File: config.mk
export PLATFORM = sky130hd
export DESIGN_NAME = spmio_top
export DESIGN_NICKNAME = d
export VERILOG_FILES = /design/src/spmio_pkg.sv /design/src/spmio_top.sv /design/src/spmio_sync2.sv
export SDC_FILE = /design/constraint.sdc
export NUM_CORES = 1
export LEC_CHECK = 0
export BUFFER_PORTS_ARGS = -buffer_cell sky130_fd_sc_hd__buf_2
export CAP_MARGIN = 10
export CORE_MARGIN = 2
export CORE_UTILIZATION = 40
export CTS_CLUSTER_DIAMETER = 150
export DETAILED_ROUTE_END_ITERATION = 16
export GPL_TIMING_DRIVEN = 0
export PLACE_DENSITY = 0.69
export SYNTH_ARGS = -nofsm -noshare
export SYNTH_HDL_FRONTEND = slang
export SYNTH_SLANG_ARGS = --single-unit
File: constraint.sdc
create_clock -name clk_sys -period 3.6 [get_ports clk_sys]
set_input_delay 0.72 -clock clk_sys [delete_from_list [all_inputs] [get_ports clk_sys]]
set_output_delay 0.72 -clock clk_sys [all_outputs]
set_load 0.005 [all_outputs]
File: src/spmio_pkg.sv
// constants shared by the servo pin-mode i/o block
package spmio_pkg;

    // ------------------------------------------------------------
    // clocking and derived rates
    // ------------------------------------------------------------
    localparam int CLK_HZ = 50_000_000;
    localparam int REF_CLK_HZ = 10_000_000;
    localparam int REF_PLL_MULT = 4;
    localparam int REF_CORE_HZ = REF_CLK_HZ * REF_PLL_MULT;
    localparam int PWM_FREQ_HZ = 19_531;
    localparam int PWM_BITS = 10;
    localparam int PWM_STEPS = 1024;
    localparam int PWM_PRESCALE_RAW = CLK_HZ / (PWM_FREQ_HZ * PWM_STEPS);
    localparam int PWM_PRESCALE = (PWM_PRESCALE_RAW < 1) ? 1 : PWM_PRESCALE_RAW;
    localparam int PRESC_W = 4;
    localparam logic [PRESC_W-1:0] PRESC_LAST = PRESC_W'(PWM_PRESCALE - 1);
    localparam logic [PWM_BITS-1:0] PWM_LAST = 10'h3ff;
    localparam int SERVO_PWM_PERIODS = 10;
    localparam logic [3:0] SERVO_LAST = 4'(SERVO_PWM_PERIODS - 1);

    // ------------------------------------------------------------
    // serial and step limits
    // ------------------------------------------------------------
    localparam int BAUD_MIN = 9_600;
    localparam int BAUD_MAX = 230_400;
    localparam int BAUD_W = 13;
    localparam logic [BAUD_W-1:0] BAUD_DIV_MAX = BAUD_W'(CLK_HZ / BAUD_MIN);
    localparam logic [BAUD_W-1:0] BAUD_DIV_MIN = BAUD_W'(CLK_HZ / BAUD_MAX);
    localparam int STEP_MAX_HZ = 100_000;
    localparam int STEP_MIN_CYC = CLK_HZ / STEP_MAX_HZ;
    localparam int ENC_W = 16;

    // ------------------------------------------------------------
    // output modes and direction codes
    // ------------------------------------------------------------
    localparam logic [1:0] MODE_PWM_DIR = 2'h0;
    localparam logic [1:0] MODE_ANTIPHASE = 2'h1;
    localparam logic [1:0] MODE_THREE_PHASE = 2'h2;
    localparam logic FORWARD_DIR = 1'b0;
    localparam logic REVERSE_DIR = 1'b1;
    localparam int SYNC_W = 10;

endpackage

File: src/spmio_top.sv
// pin-mode i/o logic of a serial servo controller: pwm, bridges, limits, chain
`timescale 1ns/1ps
`default_nettype none
module spmio_top
    import spmio_pkg::*;
(
    input wire logic clk_sys,
    input wire logic arst_n,
    input wire logic rev_limit_or_step_in,
    input wire logic fwd_limit_or_dir_in,
    input wire logic encoder_index_in,
    input wire logic encoder_chan_a,
    input wire logic encoder_chan_b,
    input wire logic hall_sense_zero,
    input wire logic hall_sense_one,
    input wire logic hall_sense_two,
    input wire logic chain_in,
    input wire logic [1:0] output_mode,
    input wire logic step_dir_mode,
    input wire logic address_set,
    input wire logic servo_fault,
    input wire logic tx_busy,
    input wire logic amp_enable,
    input wire logic [PWM_BITS-1:0] motor_duty,
    input wire logic motor_reverse,
    input wire logic [BAUD_W-1:0] baud_divisor,
    output logic pwm_out_zero,
    output logic pwm_out_one,
    output logic pwm_out_two_or_direction,
    output logic bridge_enable_zero,
    output logic bridge_enable_one,
    output logic bridge_enable_two,
    output logic chain_out,
    output logic comm_enable,
    output logic tx_enable,
    output logic step_pulse,
    output logic step_direction,
    output logic fwd_limit,
    output logic rev_limit,
    output logic index_level,
    output logic [2:0] hall_state,
    output logic servo_tick,
    output logic baud_tick,
    output logic [ENC_W-1:0] enc_count
);

    // ------------------------------------------------------------
    // pin synchronisers
    // ------------------------------------------------------------
    logic [SYNC_W-1:0] pins_s;
    logic rev_s, fwd_s, idx_s, encoder_chan_a_s, encoder_chan_b_s, chain_in_s;
    logic [2:0] hall_s;

    spmio_sync2 #(.WIDTH(SYNC_W)) u_sync (
        .clk_sys(clk_sys),
        .arst_n(arst_n),
        .async_in({chain_in, hall_sense_two, hall_sense_one, hall_sense_zero, encoder_chan_b,
                   encoder_chan_a, encoder_index_in, fwd_limit_or_dir_in, rev_limit_or_step_in, 1'b0}),
        .sync_out(pins_s)
    );

    // unpack synced bits; bit 0 is a spare tied low
    assign rev_s = pins_s[1];
    assign fwd_s = pins_s[2];
    assign idx_s = pins_s[3];
    assign encoder_chan_a_s = pins_s[4];
    assign encoder_chan_b_s = pins_s[5];
    assign hall_s = pins_s[8:6];
    assign chain_in_s = pins_s[9];

    // ------------------------------------------------------------
    // pwm timebase and servo tick
    // ------------------------------------------------------------
    logic [PRESC_W-1:0] presc_cnt, next_presc_cnt;
    logic [PWM_BITS-1:0] pwm_cnt, next_pwm_cnt;
    logic [3:0] period_cnt, next_period_cnt;
    logic pwm_level, next_pwm_level;
    logic next_servo_tick;

    // prescale is integer, so at 50 MHz it truncates to 2 and the pwm runs about a quarter above the nominal rate
    always_comb begin
        next_presc_cnt = presc_cnt;
        next_pwm_cnt = pwm_cnt;
        next_period_cnt = period_cnt;
        next_servo_tick = 1'b0;
        if (presc_cnt == PRESC_LAST) begin
            next_presc_cnt = '0;
            next_pwm_cnt = pwm_cnt + 1'b1;
            if (pwm_cnt == PWM_LAST) begin
                if (period_cnt == SERVO_LAST) begin
                    next_period_cnt = '0;
                    next_servo_tick = 1'b1;
                end else begin
                    next_period_cnt = period_cnt + 1'b1;
                end
            end
        end else begin
            next_presc_cnt = presc_cnt + 1'b1;
        end
        next_pwm_level = (pwm_cnt < motor_duty);
    end

    always_ff @(posedge clk_sys or negedge arst_n) begin
        if (!arst_n) begin
            presc_cnt <= '0;
            pwm_cnt <= '0;
            period_cnt <= '0;
            pwm_level <= 1'b0;
            servo_tick <= 1'b0;
        end else begin
            presc_cnt <= next_presc_cnt;
            pwm_cnt <= next_pwm_cnt;
            period_cnt <= next_period_cnt;
            pwm_level <= next_pwm_level;
            servo_tick <= next_servo_tick;
        end
    end

    // ------------------------------------------------------------
    // limit / step / direction / hall pin decode
    // ------------------------------------------------------------
    logic step_prev, next_step_prev;
    logic next_step_pulse, next_step_direction, next_fwd_limit, next_rev_limit, next_index_level;
    logic [2:0] next_hall_state;

    // one pulse per rising edge; 50 MHz sampling easily covers 100 kHz stepping
    always_comb begin
        next_step_prev = rev_s;
        next_step_pulse = step_dir_mode && rev_s && !step_prev;
        next_step_direction = step_dir_mode ? fwd_s : step_direction;
        next_rev_limit = !step_dir_mode && rev_s;
        next_fwd_limit = !step_dir_mode && fwd_s;
        next_index_level = idx_s;
        next_hall_state = hall_s;
    end

    always_ff @(posedge clk_sys or negedge arst_n) begin
        if (!arst_n) begin
            step_prev <= 1'b0;
            step_pulse <= 1'b0;
            step_direction <= FORWARD_DIR;
            rev_limit <= 1'b0;
            fwd_limit <= 1'b0;
            index_level <= 1'b0;
            hall_state <= '0;
        end else begin
            step_prev <= next_step_prev;
            step_pulse <= next_step_pulse;
            step_direction <= next_step_direction;
            rev_limit <= next_rev_limit;
            fwd_limit <= next_fwd_limit;
            index_level <= next_index_level;
            hall_state <= next_hall_state;
        end
    end

    // ------------------------------------------------------------
    // quadrature encoder counter (x4)
    // ------------------------------------------------------------
    logic encoder_chan_a_prev, encoder_chan_b_prev, next_encoder_chan_a_prev, next_encoder_chan_b_prev;
    logic [ENC_W-1:0] next_enc_count;

    // a double transition is a missed edge and is dropped rather than guessed
    always_comb begin
        next_encoder_chan_a_prev = encoder_chan_a_s;
        next_encoder_chan_b_prev = encoder_chan_b_s;
        next_enc_count = enc_count;
        if ((encoder_chan_a_s ^ encoder_chan_a_prev) != (encoder_chan_b_s ^ encoder_chan_b_prev)) begin
            if (encoder_chan_a_prev ^ encoder_chan_b_s) begin
                next_enc_count = enc_count + 1'b1;
            end else begin
                next_enc_count = enc_count - 1'b1;
            end
        end
    end

    always_ff @(posedge clk_sys or negedge arst_n) begin
        if (!arst_n) begin
            encoder_chan_a_prev <= 1'b0;
            encoder_chan_b_prev <= 1'b0;
            enc_count <= '0;
        end else begin
            encoder_chan_a_prev <= next_encoder_chan_a_prev;
            encoder_chan_b_prev <= next_encoder_chan_b_prev;
            enc_count <= next_enc_count;
        end
    end

    // ------------------------------------------------------------
    // bridge drive per output mode
    // ------------------------------------------------------------
    logic [2:0] hi_side, lo_side;
    logic next_pwm_out_zero, next_pwm_out_one, next_pwm2, next_en0, next_en1, next_en2;

    // 120-degree table; an illegal hall code floats every bridge
    always_comb begin
        hi_side = 3'h0;
        lo_side = 3'h0;
        unique case (hall_state)
            3'h5: begin hi_side = 3'h1; lo_side = 3'h2; end
            3'h4: begin hi_side = 3'h1; lo_side = 3'h4; end
            3'h6: begin hi_side = 3'h2; lo_side = 3'h4; end
            3'h2: begin hi_side = 3'h2; lo_side = 3'h1; end
            3'h3: begin hi_side = 3'h4; lo_side = 3'h1; end
            3'h1: begin hi_side = 3'h4; lo_side = 3'h2; end
            default: begin hi_side = 3'h0; lo_side = 3'h0; end
        endcase
        if (motor_reverse == REVERSE_DIR) begin
            {hi_side, lo_side} = {lo_side, hi_side};
        end
        next_pwm_out_zero = 1'b0;
        next_pwm_out_one = 1'b0;
        next_pwm2 = 1'b0;
        next_en0 = 1'b0;
        next_en1 = 1'b0;
        next_en2 = 1'b0;
        if (output_mode == MODE_PWM_DIR) begin
            next_pwm_out_zero = pwm_level;
            next_pwm2 = motor_reverse;
            next_en0 = amp_enable;
        end else if (output_mode == MODE_ANTIPHASE) begin
            next_pwm_out_zero = pwm_level;
            next_en0 = amp_enable;
        end else if (output_mode == MODE_THREE_PHASE) begin
            next_pwm_out_zero = pwm_level && hi_side[0];
            next_pwm_out_one = pwm_level && hi_side[1];
            next_pwm2 = pwm_level && hi_side[2];
            next_en0 = amp_enable && (hi_side[0] || lo_side[0]);
            next_en1 = amp_enable && (hi_side[1] || lo_side[1]);
            next_en2 = amp_enable && (hi_side[2] || lo_side[2]);
        end
    end

    always_ff @(posedge clk_sys or negedge arst_n) begin
        if (!arst_n) begin
            pwm_out_zero <= 1'b0;
            pwm_out_one <= 1'b0;
            pwm_out_two_or_direction <= 1'b0;
            bridge_enable_zero <= 1'b0;
            bridge_enable_one <= 1'b0;
            bridge_enable_two <= 1'b0;
        end else begin
            pwm_out_zero <= next_pwm_out_zero;
            pwm_out_one <= next_pwm_out_one;
            pwm_out_two_or_direction <= next_pwm2;
            bridge_enable_zero <= next_en0;
            bridge_enable_one <= next_en1;
            bridge_enable_two <= next_en2;
        end
    end

    // ------------------------------------------------------------
    // address chain, serial enable, baud tick
    // ------------------------------------------------------------
    logic addressed, next_addressed, next_chain_out, next_comm_enable, next_tx_enable, next_baud_tick;
    logic [1:0] sync_fill, next_sync_fill;
    logic [BAUD_W-1:0] baud_cnt, next_baud_cnt, baud_lim;

    // divisor is clamped so an out-of-range request still lands on a tested rate
    always_comb begin
        next_addressed = addressed || address_set;
        next_chain_out = !next_addressed || (step_dir_mode && servo_fault);
        next_sync_fill = {sync_fill[0], 1'b1}; // sync output reads low until two edges after reset
        next_comm_enable = !chain_in_s && sync_fill[1];
        next_tx_enable = next_comm_enable && tx_busy;
        if (baud_divisor < BAUD_DIV_MIN) begin
            baud_lim = BAUD_DIV_MIN;
        end else if (baud_divisor > BAUD_DIV_MAX) begin
            baud_lim = BAUD_DIV_MAX;
        end else begin
            baud_lim = baud_divisor;
        end
        next_baud_tick = 1'b0;
        next_baud_cnt = baud_cnt + 1'b1;
        if (baud_cnt >= baud_lim - 1'b1) begin
            next_baud_cnt = '0;
            next_baud_tick = 1'b1;
        end
    end

    always_ff @(posedge clk_sys or negedge arst_n) begin
        if (!arst_n) begin
            addressed <= 1'b0;
            sync_fill <= '0;
            chain_out <= 1'b1;
            comm_enable <= 1'b0;
            tx_enable <= 1'b0;
            baud_cnt <= '0;
            baud_tick <= 1'b0;
        end else begin
            addressed <= next_addressed;
            sync_fill <= next_sync_fill;
            chain_out <= next_chain_out;
            comm_enable <= next_comm_enable;
            tx_enable <= next_tx_enable;
            baud_cnt <= next_baud_cnt;
            baud_tick <= next_baud_tick;
        end
    end

    // ------------------------------------------------------------
    // assertions and covers
    // ------------------------------------------------------------
    property p_chain_low_addr;
        @(posedge clk_sys) disable iff (!arst_n) (address_set && !step_dir_mode) |=> !chain_out;
    endproperty
    a_chain_low_addr: assert property (p_chain_low_addr) else $error("chain output not low after addressing");

    property p_chain_high_unaddr;
        @(posedge clk_sys) disable iff (!arst_n) !addressed |-> chain_out;
    endproperty
    a_chain_high_unaddr: assert property (p_chain_high_unaddr) else $error("chain output low before addressing");

    property p_fault_chain;
        @(posedge clk_sys) disable iff (!arst_n) (step_dir_mode && servo_fault) |=> chain_out;
    endproperty
    a_fault_chain: assert property (p_fault_chain) else $error("fault did not raise chain output");

    property p_step_single;
        @(posedge clk_sys) disable iff (!arst_n) step_pulse |-> $past(step_dir_mode) ##1 !step_pulse;
    endproperty
    a_step_single: assert property (p_step_single) else $error("step pulse wrong length or mode");

    property p_limits_gated;
        @(posedge clk_sys) disable iff (!arst_n) step_dir_mode |=> (!fwd_limit && !rev_limit);
    endproperty
    a_limits_gated: assert property (p_limits_gated) else $error("limit reported in step mode");

    property p_pwm_out_one_idle;
        @(posedge clk_sys) disable iff (!arst_n)
            (output_mode != MODE_THREE_PHASE) |=> (!pwm_out_one && !bridge_enable_one && !bridge_enable_two);
    endproperty
    a_pwm_out_one_idle: assert property (p_pwm_out_one_idle) else $error("bridge one or two active outside three-phase");

    property p_dir_bit;
        @(posedge clk_sys) disable iff (!arst_n)
            (output_mode == MODE_PWM_DIR) |=> (pwm_out_two_or_direction == $past(motor_reverse));
    endproperty
    a_dir_bit: assert property (p_dir_bit) else $error("direction pin mismatch");

    property p_amp_enable;
        @(posedge clk_sys) disable iff (!arst_n)
            (output_mode == MODE_PWM_DIR || output_mode == MODE_ANTIPHASE) |=> (bridge_enable_zero == $past(amp_enable));
    endproperty
    a_amp_enable: assert property (p_amp_enable) else $error("amplifier enable mismatch");

    property p_hall_illegal;
        @(posedge clk_sys) disable iff (!arst_n)
            (output_mode == MODE_THREE_PHASE && (hall_state == 3'h0 || hall_state == 3'h7))
            |=> !(bridge_enable_zero || bridge_enable_one || bridge_enable_two);
    endproperty
    a_hall_illegal: assert property (p_hall_illegal) else $error("bridge enabled on illegal hall code");

    property p_comm_off;
        @(posedge clk_sys) disable iff (!arst_n) chain_in_s |=> (!comm_enable && !tx_enable);
    endproperty
    a_comm_off: assert property (p_comm_off) else $error("serial enabled while chain input high");

    property p_baud_spacing;
        @(posedge clk_sys) disable iff (!arst_n) baud_tick |=> !baud_tick [*8];
    endproperty
    a_baud_spacing: assert property (p_baud_spacing) else $error("baud tick faster than allowed");

    property p_servo_wrap;
        @(posedge clk_sys) disable iff (!arst_n) servo_tick |-> (period_cnt == '0 && pwm_cnt == '0);
    endproperty
    a_servo_wrap: assert property (p_servo_wrap) else $error("servo tick off period boundary");

    c_step: cover property (@(posedge clk_sys) disable iff (!arst_n) step_pulse);
    c_servo: cover property (@(posedge clk_sys) disable iff (!arst_n) servo_tick);
    c_chain_fall: cover property (@(posedge clk_sys) disable iff (!arst_n) $fell(chain_out));
    c_three_phase: cover property (@(posedge clk_sys) disable iff (!arst_n) bridge_enable_one && pwm_out_one);

endmodule
`default_nettype wire

File: src/spmio_sync2.sv
// two-flop synchroniser for a bus of independent pin levels
`timescale 1ns/1ps
`default_nettype none
module spmio_sync2 #(
    parameter int WIDTH = 1
) (
    input wire logic clk_sys,
    input wire logic arst_n,
    input wire logic [WIDTH-1:0] async_in,
    output logic [WIDTH-1:0] sync_out
);

    logic [WIDTH-1:0] stage_one;

    // ------------------------------------------------------------
    // per-bit flop pair; first stage feeds only the second
    // ------------------------------------------------------------
    genvar i;
    generate
        for (i = 0; i < WIDTH; i++) begin : g_bit
            always_ff @(posedge clk_sys or negedge arst_n) begin
                if (!arst_n) begin
                    stage_one[i] <= 1'b0;
                    sync_out[i] <= 1'b0;
                end else begin
                    stage_one[i] <= async_in[i];
                    sync_out[i] <= stage_one[i];
                end
            end
        end
    endgenerate

endmodule
`default_nettype wire

* Word level (Yosys, flattened, before mapping)
Cells that the tools add are included.
** Storage, ports and cells
- Register bits after elaboration :: 91
- Bits of input ports :: 42
- Output and inout port bits :: 35
- Word-level logic and storage cells :: 134
** Operators by class
- $add $sub $neg :: 7
- $lt $le $gt $ge :: 4
- Eq/ne operators :: 12
- Muxes and demuxes :: 32
- Bitwise gates (word level) :: 3
- Reduce and logical (&&, ||, !) cells :: 30
** Operator list (number)
- 13-bit 2-to-1 mux :: 3
- 1-bit 2-to-1 mux :: 22
- 3-bit one-hot mux with 3 select lines :: 2
- 16-bit by 1-bit adder with 16-bit output, second input constant :: 1
- 16-bit 2-to-1 mux :: 1
- 16-bit by 1-bit subtractor with 16-bit output, second input constant :: 1
- 13-bit by 1-bit adder with 13-bit output, second input constant :: 1
- 13-bit greater-or-equal comparator :: 1
- 13-bit > comparator, second input constant :: 1
- 1-bit logical AND :: 13
- 13-bit by 8-bit less-than comparator with 1-bit output, second input constant :: 1
- 13-bit by 1-bit subtractor with 13-bit output, second input constant :: 1
- 2-bit OR reduction :: 6
- 10-bit by 1-bit adder with 10-bit output, second input constant :: 1
- 10-bit == test, second input constant :: 1
- 10-bit less-than comparator :: 1
- 3-bit == test, second input constant :: 3
- 4-bit by 1-bit adder with 4-bit output, second input constant :: 2
- 4-bit 2-to-1 mux :: 2
- 3-bit by 2-bit == test with 1-bit output, second input constant :: 2
- 3-bit 2-to-1 mux :: 2
- 1-bit logical OR :: 5
- 4-bit by 1-bit == test with 1-bit output, second input constant :: 1
- 4-bit == test, second input constant :: 1
- other kinds (8) :: 13

* Longest topological paths before layout
- Depth after elaboration :: 9
- Depth in mapped cells :: 18
- Depth with buffers taken out :: 17

* Hierarchy
A second synthesis with hierarchy kept.
** Unflattened totals
- Cell total of the unflattened synthesis :: 483
- Area, all modules :: 5053.6 um2
** By module, submodules not included
- spmio_top :: times used 1, cells each 463, area each 4553.1 um2, seq. area each 1828.0 um2
- spmio_sync2 :: times used 1, cells each 20, area each 500.5 um2, seq. area each 500.5 um2

* Least setup slack after synthesis
Ideal clock, no wire load.
- Path type :: input to register
- Start point :: input baud_divisor[9]
- End point :: register baud_cnt[10]
- Data arrival time :: 3846 ps
- Required time :: 3506 ps
- Slack :: -340 ps
- Cell stages on the path :: 18
- Buffers on the path :: 1
- Path through :: or2_1 > nor4_1 > a21boi_2 > nor2b_1 > nand2_1 > ha_1 > nor3b_1 > nand3b_1 > nor3_1 > nand3b_1 > xnor2_1 > ha_1 > a21oi_1 > nor2b_1 > o21ai_0 > nand2b_1 > clkbuf_1 > a211oi_1
** Between the ends
- Cells in the longest elaborated chain, start to end :: 6
- Elaborated cells on any way between the ends :: 7
- Those cells by class :: add/sub: 1; order compare: 3; mux: 3
** Ends and longest elaborated chain
- from (decl) :: line spmio_top.sv:26 : input wire logic [BAUD_W-1:0] baud_divisor,
- 13-bit > comparator :: line spmio_top.sv:268 : end else if (baud_divisor > BAUD_DIV_MAX) begin
- 13-bit 2-to-1 mux :: line spmio_top.sv:268
- 13-bit 2-to-1 mux * :: line spmio_top.sv:266 : if (baud_divisor < BAUD_DIV_MIN) begin
- 13-bit by 1-bit subtractor with 13-bit output * :: line spmio_top.sv:275 : if (baud_cnt >= baud_lim - 1'b1) begin
- 13-bit greater-or-equal comparator * :: line spmio_top.sv:275
- 13-bit 2-to-1 mux * :: line spmio_top.sv:275
- net next_baud_cnt[10] :: line spmio_top.sv:257 : logic [BAUD_W-1:0] baud_cnt, next_baud_cnt, baud_lim;
- to (signal assigned) :: line spmio_top.sv:296 : baud_cnt <= next_baud_cnt;
- to (decl) :: line spmio_top.sv:257
Mark *: on every way through the listed nets, which the timed path passes. The rest lies on a longest branch.
A chain may end at the register's enable or synchronous reset.

* Worst setup path in the final report
- Start point :: input baud_divisor[9]
- End point :: register baud_cnt[4]
The elaborated chain is that of the path after synthesis.

==> results.sh <==
export IMPL_status="complete, but fails checks"
export IMPL_cts_buffers_inserted=9
export IMPL_fmax_mhz=274.9
export IMPL_endpoint="baud_cnt[4]"
export IMPL_dr_pass1_iters=5
export IMPL_stdcell_area_mm2=0.006248
export IMPL_rows=40
export IMPL_cts_tree="yes"
export IMPL_synthArstFlopShare_pct=100.0
export IMPL_dieHeight_um=115.8
export IMPL_hold_class="flip-flop to flip-flop"
export IMPL_grt_pass1_vias=3863
export IMPL_wl_per_cell_um=13.69
export IMPL_setup_worst_path_start_class="primary input"
export IMPL_setup_viol=10
export IMPL_root_buffer="clkbuf_16"
export IMPL_finalCritPeriodShare_pct=101.0
export IMPL_syn_instance_count=480
export IMPL_tightestPinTransition_ns=0.7516
export IMPL_grt_overflow=0
export IMPL_syn_nets=566
export IMPL_die_x_um=115.8
export IMPL_crit_fanout=10
export IMPL_fill_cells=1104
export IMPL_crit_required_ns=3.81
export IMPL_drive_above_1_share_pct=25.30
export IMPL_io_pins=77
export IMPL_r2r_end="enc_count[10]"
export IMPL_drc=0
export IMPL_r2r_setup_slack_ns=0.59
export IMPL_yosys_most_used_dff="dfrtp_1"
export IMPL_core_mm2=0.01211
export IMPL_maxCapViolations=0
export IMPL_holdCritStartpoint="u_sync.sync_out[3]"
export IMPL_synth_distinct_cells=64
export IMPL_slew_headroom_pct=49.53
export IMPL_ys_ff_latch=91
export IMPL_seq_power_share_pct=35.8
export IMPL_synth_edff_count=0
export IMPL_p_switching_uw=1316
export IMPL_rsz0062_at_grt="yes"
export IMPL_intPower_uw=2425
export IMPL_initial_utilization_pct=41.28
export IMPL_htreeDepth=3
export IMPL_clockBufferDepth=2
export IMPL_finalHoldViolations=0
export IMPL_failed_checks="setup timing"
export IMPL_placed_area_mm2=0.005692
export IMPL_ys_warn_count=0
export IMPL_vdd_drop_max_v=0.0003528
export IMPL_routed_via_density=5.166
export IMPL_cts_clk_slew_worst_paths_ns=0.06
export IMPL_layout_nets=666
export IMPL_worst_slack_ns=-0.03748
export IMPL_dpl_hpwl_um=7499
export IMPL_vias=3890
export IMPL_die_area_mm2=0.01341
export IMPL_path_class="primary input to flip-flop"
export IMPL_drt_iter0_markers=169
export IMPL_hold_buffers=0
export IMPL_post_route_util_pct=51.59
export IMPL_gp_routability_congestion=0.8810
export IMPL_end_kind="flip-flop"
export IMPL_clock_power_share_pct=25.6
export IMPL_finalCriticalPeriod_ns=3.637
export IMPL_clock_sinks=91
export IMPL_ant_nets=0
export IMPL_grt_pass1_wl_um=17190
export IMPL_areaGrowthSynthToFinish_pct=24.97
export IMPL_seq_area_frac_synth_pct=45.57
export IMPL_crit_start="baud_divisor[9]"
export IMPL_wl_um=10310
export IMPL_p_leak_uw=0.003004
export IMPL_synth_area_mm2=0.005000
export IMPL_skew_ns=0.007384
export IMPL_diodes=0
export IMPL_r2r_start="u_sync.sync_out[5]"
export IMPL_grt_usage_pct=15.89
export IMPL_antenna_found_initial=0
export IMPL_p_per_area_mw_per_mm2=598.7
export IMPL_portBuffers=76
export IMPL_swShare_pct=35.17
export IMPL_crit_arrival_ns=3.84
export IMPL_clk_latency_ns=0.33
export IMPL_combPwrFrac_pct=38.6
export IMPL_grt_max_degree=48
export IMPL_avgSynthCellArea_um2=10.42
export IMPL_final_max_slew_violation_count=0
export IMPL_ff2ff_path_depth=8
cell usage in the layout, fill, tap and decap left out, types with 4 or more instances in the layout:
cell type	netlist	layout
a21oi_1	26	22
nand2b_1	4	4
nor4_1	5	4
nor3_1	7	5
buf_2	1	72
nor2b_1	7	6
o21ai_1	3	4
a211oi_1	17	7
nand3_1	17	17
and3_1	11	11
or3_1	5	5
buf_4	0	12
xnor2_1	21	21
dfrtp_1	90	90
a31oi_1	5	5
clkbuf_16	0	9
o211ai_1	6	6
a211oi_2	0	10
nand2_1	33	33
a21o_1	16	16
nor2_1	33	32
inv_1	22	22
xor2_1	19	19
and2_1	4	4
o21ai_0	15	13
ha_1	43	42
o21a_1	8	8
clkbuf_1	6	4
state kept, by name, summed over array words and instances, names as in the netlist, 3 cells and up:
| signal | flops |
|---|---|
| enc_count | 16 |
| baud_cnt | 13 |
| pwm_cnt | 10 |
| u_sync.stage_one | 9 |
| u_sync.sync_out | 9 |
| period_cnt | 4 |
| presc_cnt | 4 |
| hall_state | 3 |
cells by family (layout without fill, tap and decap cells):
group / after synthesis / in the layout / synth area share (%)
other cells: 1 / 1 / 0.07500
buf+inv: 29 / 134 / 2.202
xor+xnor: 41 / 41 / 7.333
simple gates: 152 / 152 / 16.52
compound gates: 116 / 116 / 15.84
mux: 6 / 6 / 1.301
flops: 91 / 91 / 45.57
fa+ha+maj: 44 / 44 / 11.16
final cells by class:
| type | instances | area (um2) | share of cell area (%) |
|---|---|---|---|
| Multi-Input combinational cell | 360 | 2781 | 44.51 |
| Sequential cell | 91 | 2278 | 36.46 |
| Timing Repair Buffer | 89 | 536.8 | 8.590 |
| Clock buffer | 12 | 256.5 | 4.105 |
| Tap cell | 168 | 210.2 | 3.364 |
| Inverter | 22 | 82.58 | 1.322 |
| Clock inverter | 4 | 56.30 | 0.9011 |
| Buffer | 7 | 46.29 | 0.7409 |
synth_stat cells (2+ instances only):
cell       count  area share (%)
xor2_1        19             3.3
a211oi_1      17             2.6
or2_2          3            0.38
o21ai_0       15             1.5
a21o_1        16             2.4
a211o_1        2            0.35
inv_1         22             1.7
and4_1         2            0.35
nand2_1       33             2.5
a21oi_1       26             2.6
or4_1          2            0.30
ha_1          43              11
o21a_1         8             1.2
o21ai_1        3            0.30
a2111oi_0      2            0.35
clkbuf_1       6            0.45
nor3_1         7            0.70
o2111ai_1      2            0.35
mux2i_1        2            0.40
or3_1          5            0.63
and3_1        11             1.4
nand3b_1       3            0.45
nand2b_1       4            0.50
nor4_1         5            0.63
xnor2_1       21             3.7
a2111o_1       2            0.45
nand4_1        3            0.38
and2_1         4            0.50
nand3_1       17             1.7
dfrtp_1       90              45
o21bai_1       2            0.30
a31oi_1        5            0.63
nor4b_1        2            0.35
nor2b_1        7            0.88
nor2_1        33             2.5
mux2_2         3            0.68
o211ai_1       6            0.90
worst max-delay path, stage by stage:
cell and delay (ns):
buf_6 0.11, or2_4 0.26, nor4_4 0.18, a21boi_4 0.27
nor2b_4 0.07, nand2_1 0.07, ha_2 0.18, nor3b_4 0.23
nand3b_1 0.16, nor3_2 0.24, nand3b_1 0.12, xnor2_1 0.14
ha_1 0.30, nand4_1 0.16, a21oi_4 0.26, clkbuf_4 0.29
a211oi_1 0.10
through the flow:
stage / setup slack (ns) / std cells / setup TNS (ns) / power (uW) / hold WS, ns
3_3_place_gp: -0.5773 / 724 / -6.815 / 2641 / 0.3325
3_5_place_dp: -0.7334 / 725 / -8.780 / 2706 / 0.3371
2_1_floorplan: 0.001534 / 480 / 0 / 2303 / 0.3312
4_1_cts: -0.005473 / 748 / -0.01461 / 3735 / 0.3514
6_report: -0.03748 / 753 / -0.2943 / 3741 / 0.3507
5_1_grt: -0.3213 / 753 / -4.108 / 4034 / 0.3654
power by group through the flow:
stage	registers, uW	clock network, uW	logic, uW
global placement	1340	0	1300
CTS	1340	993	1400
global route	1360	1030	1640
finish	1340	959	1440
floorplan	1330	0	974
detailed placement	1360	0	1350
worst min path at each step:
| stage | end | slack [ns] | cells past startpoint |
|---|---|---|---|
| 2_1_floorplan | hall_state[0] | 0.33 | 0 |
| 3_3_place_gp | sync_fill[1] | 0.33 | 0 |
| 3_5_place_dp | index_level | 0.34 | 0 |
| 4_1_cts | index_level | 0.35 | 0 |
| 5_1_grt | sync_fill[1] | 0.37 | 0 |
| 6_report | index_level | 0.35 | 0 |
metal layers:
metal  wire length, um  track usage (%)  vias to the layer above
met3               353            3.661                       11
li1                  -                -                     1937
met4               120            5.159                        0
met5                 0                0                        -
met2              5248            27.80                       72
met1              4583            19.46                     1870
repair_timing:
action                                  4_1_cts  5_1_grt
resized for setup                            13       25
pin swaps                                     2        7
setup buffers                                 7        5
endpoints found under the setup margin       14       14
endpoints found under the hold margin         0        0
Note: power is estimated with default switching activity, not from simulation.
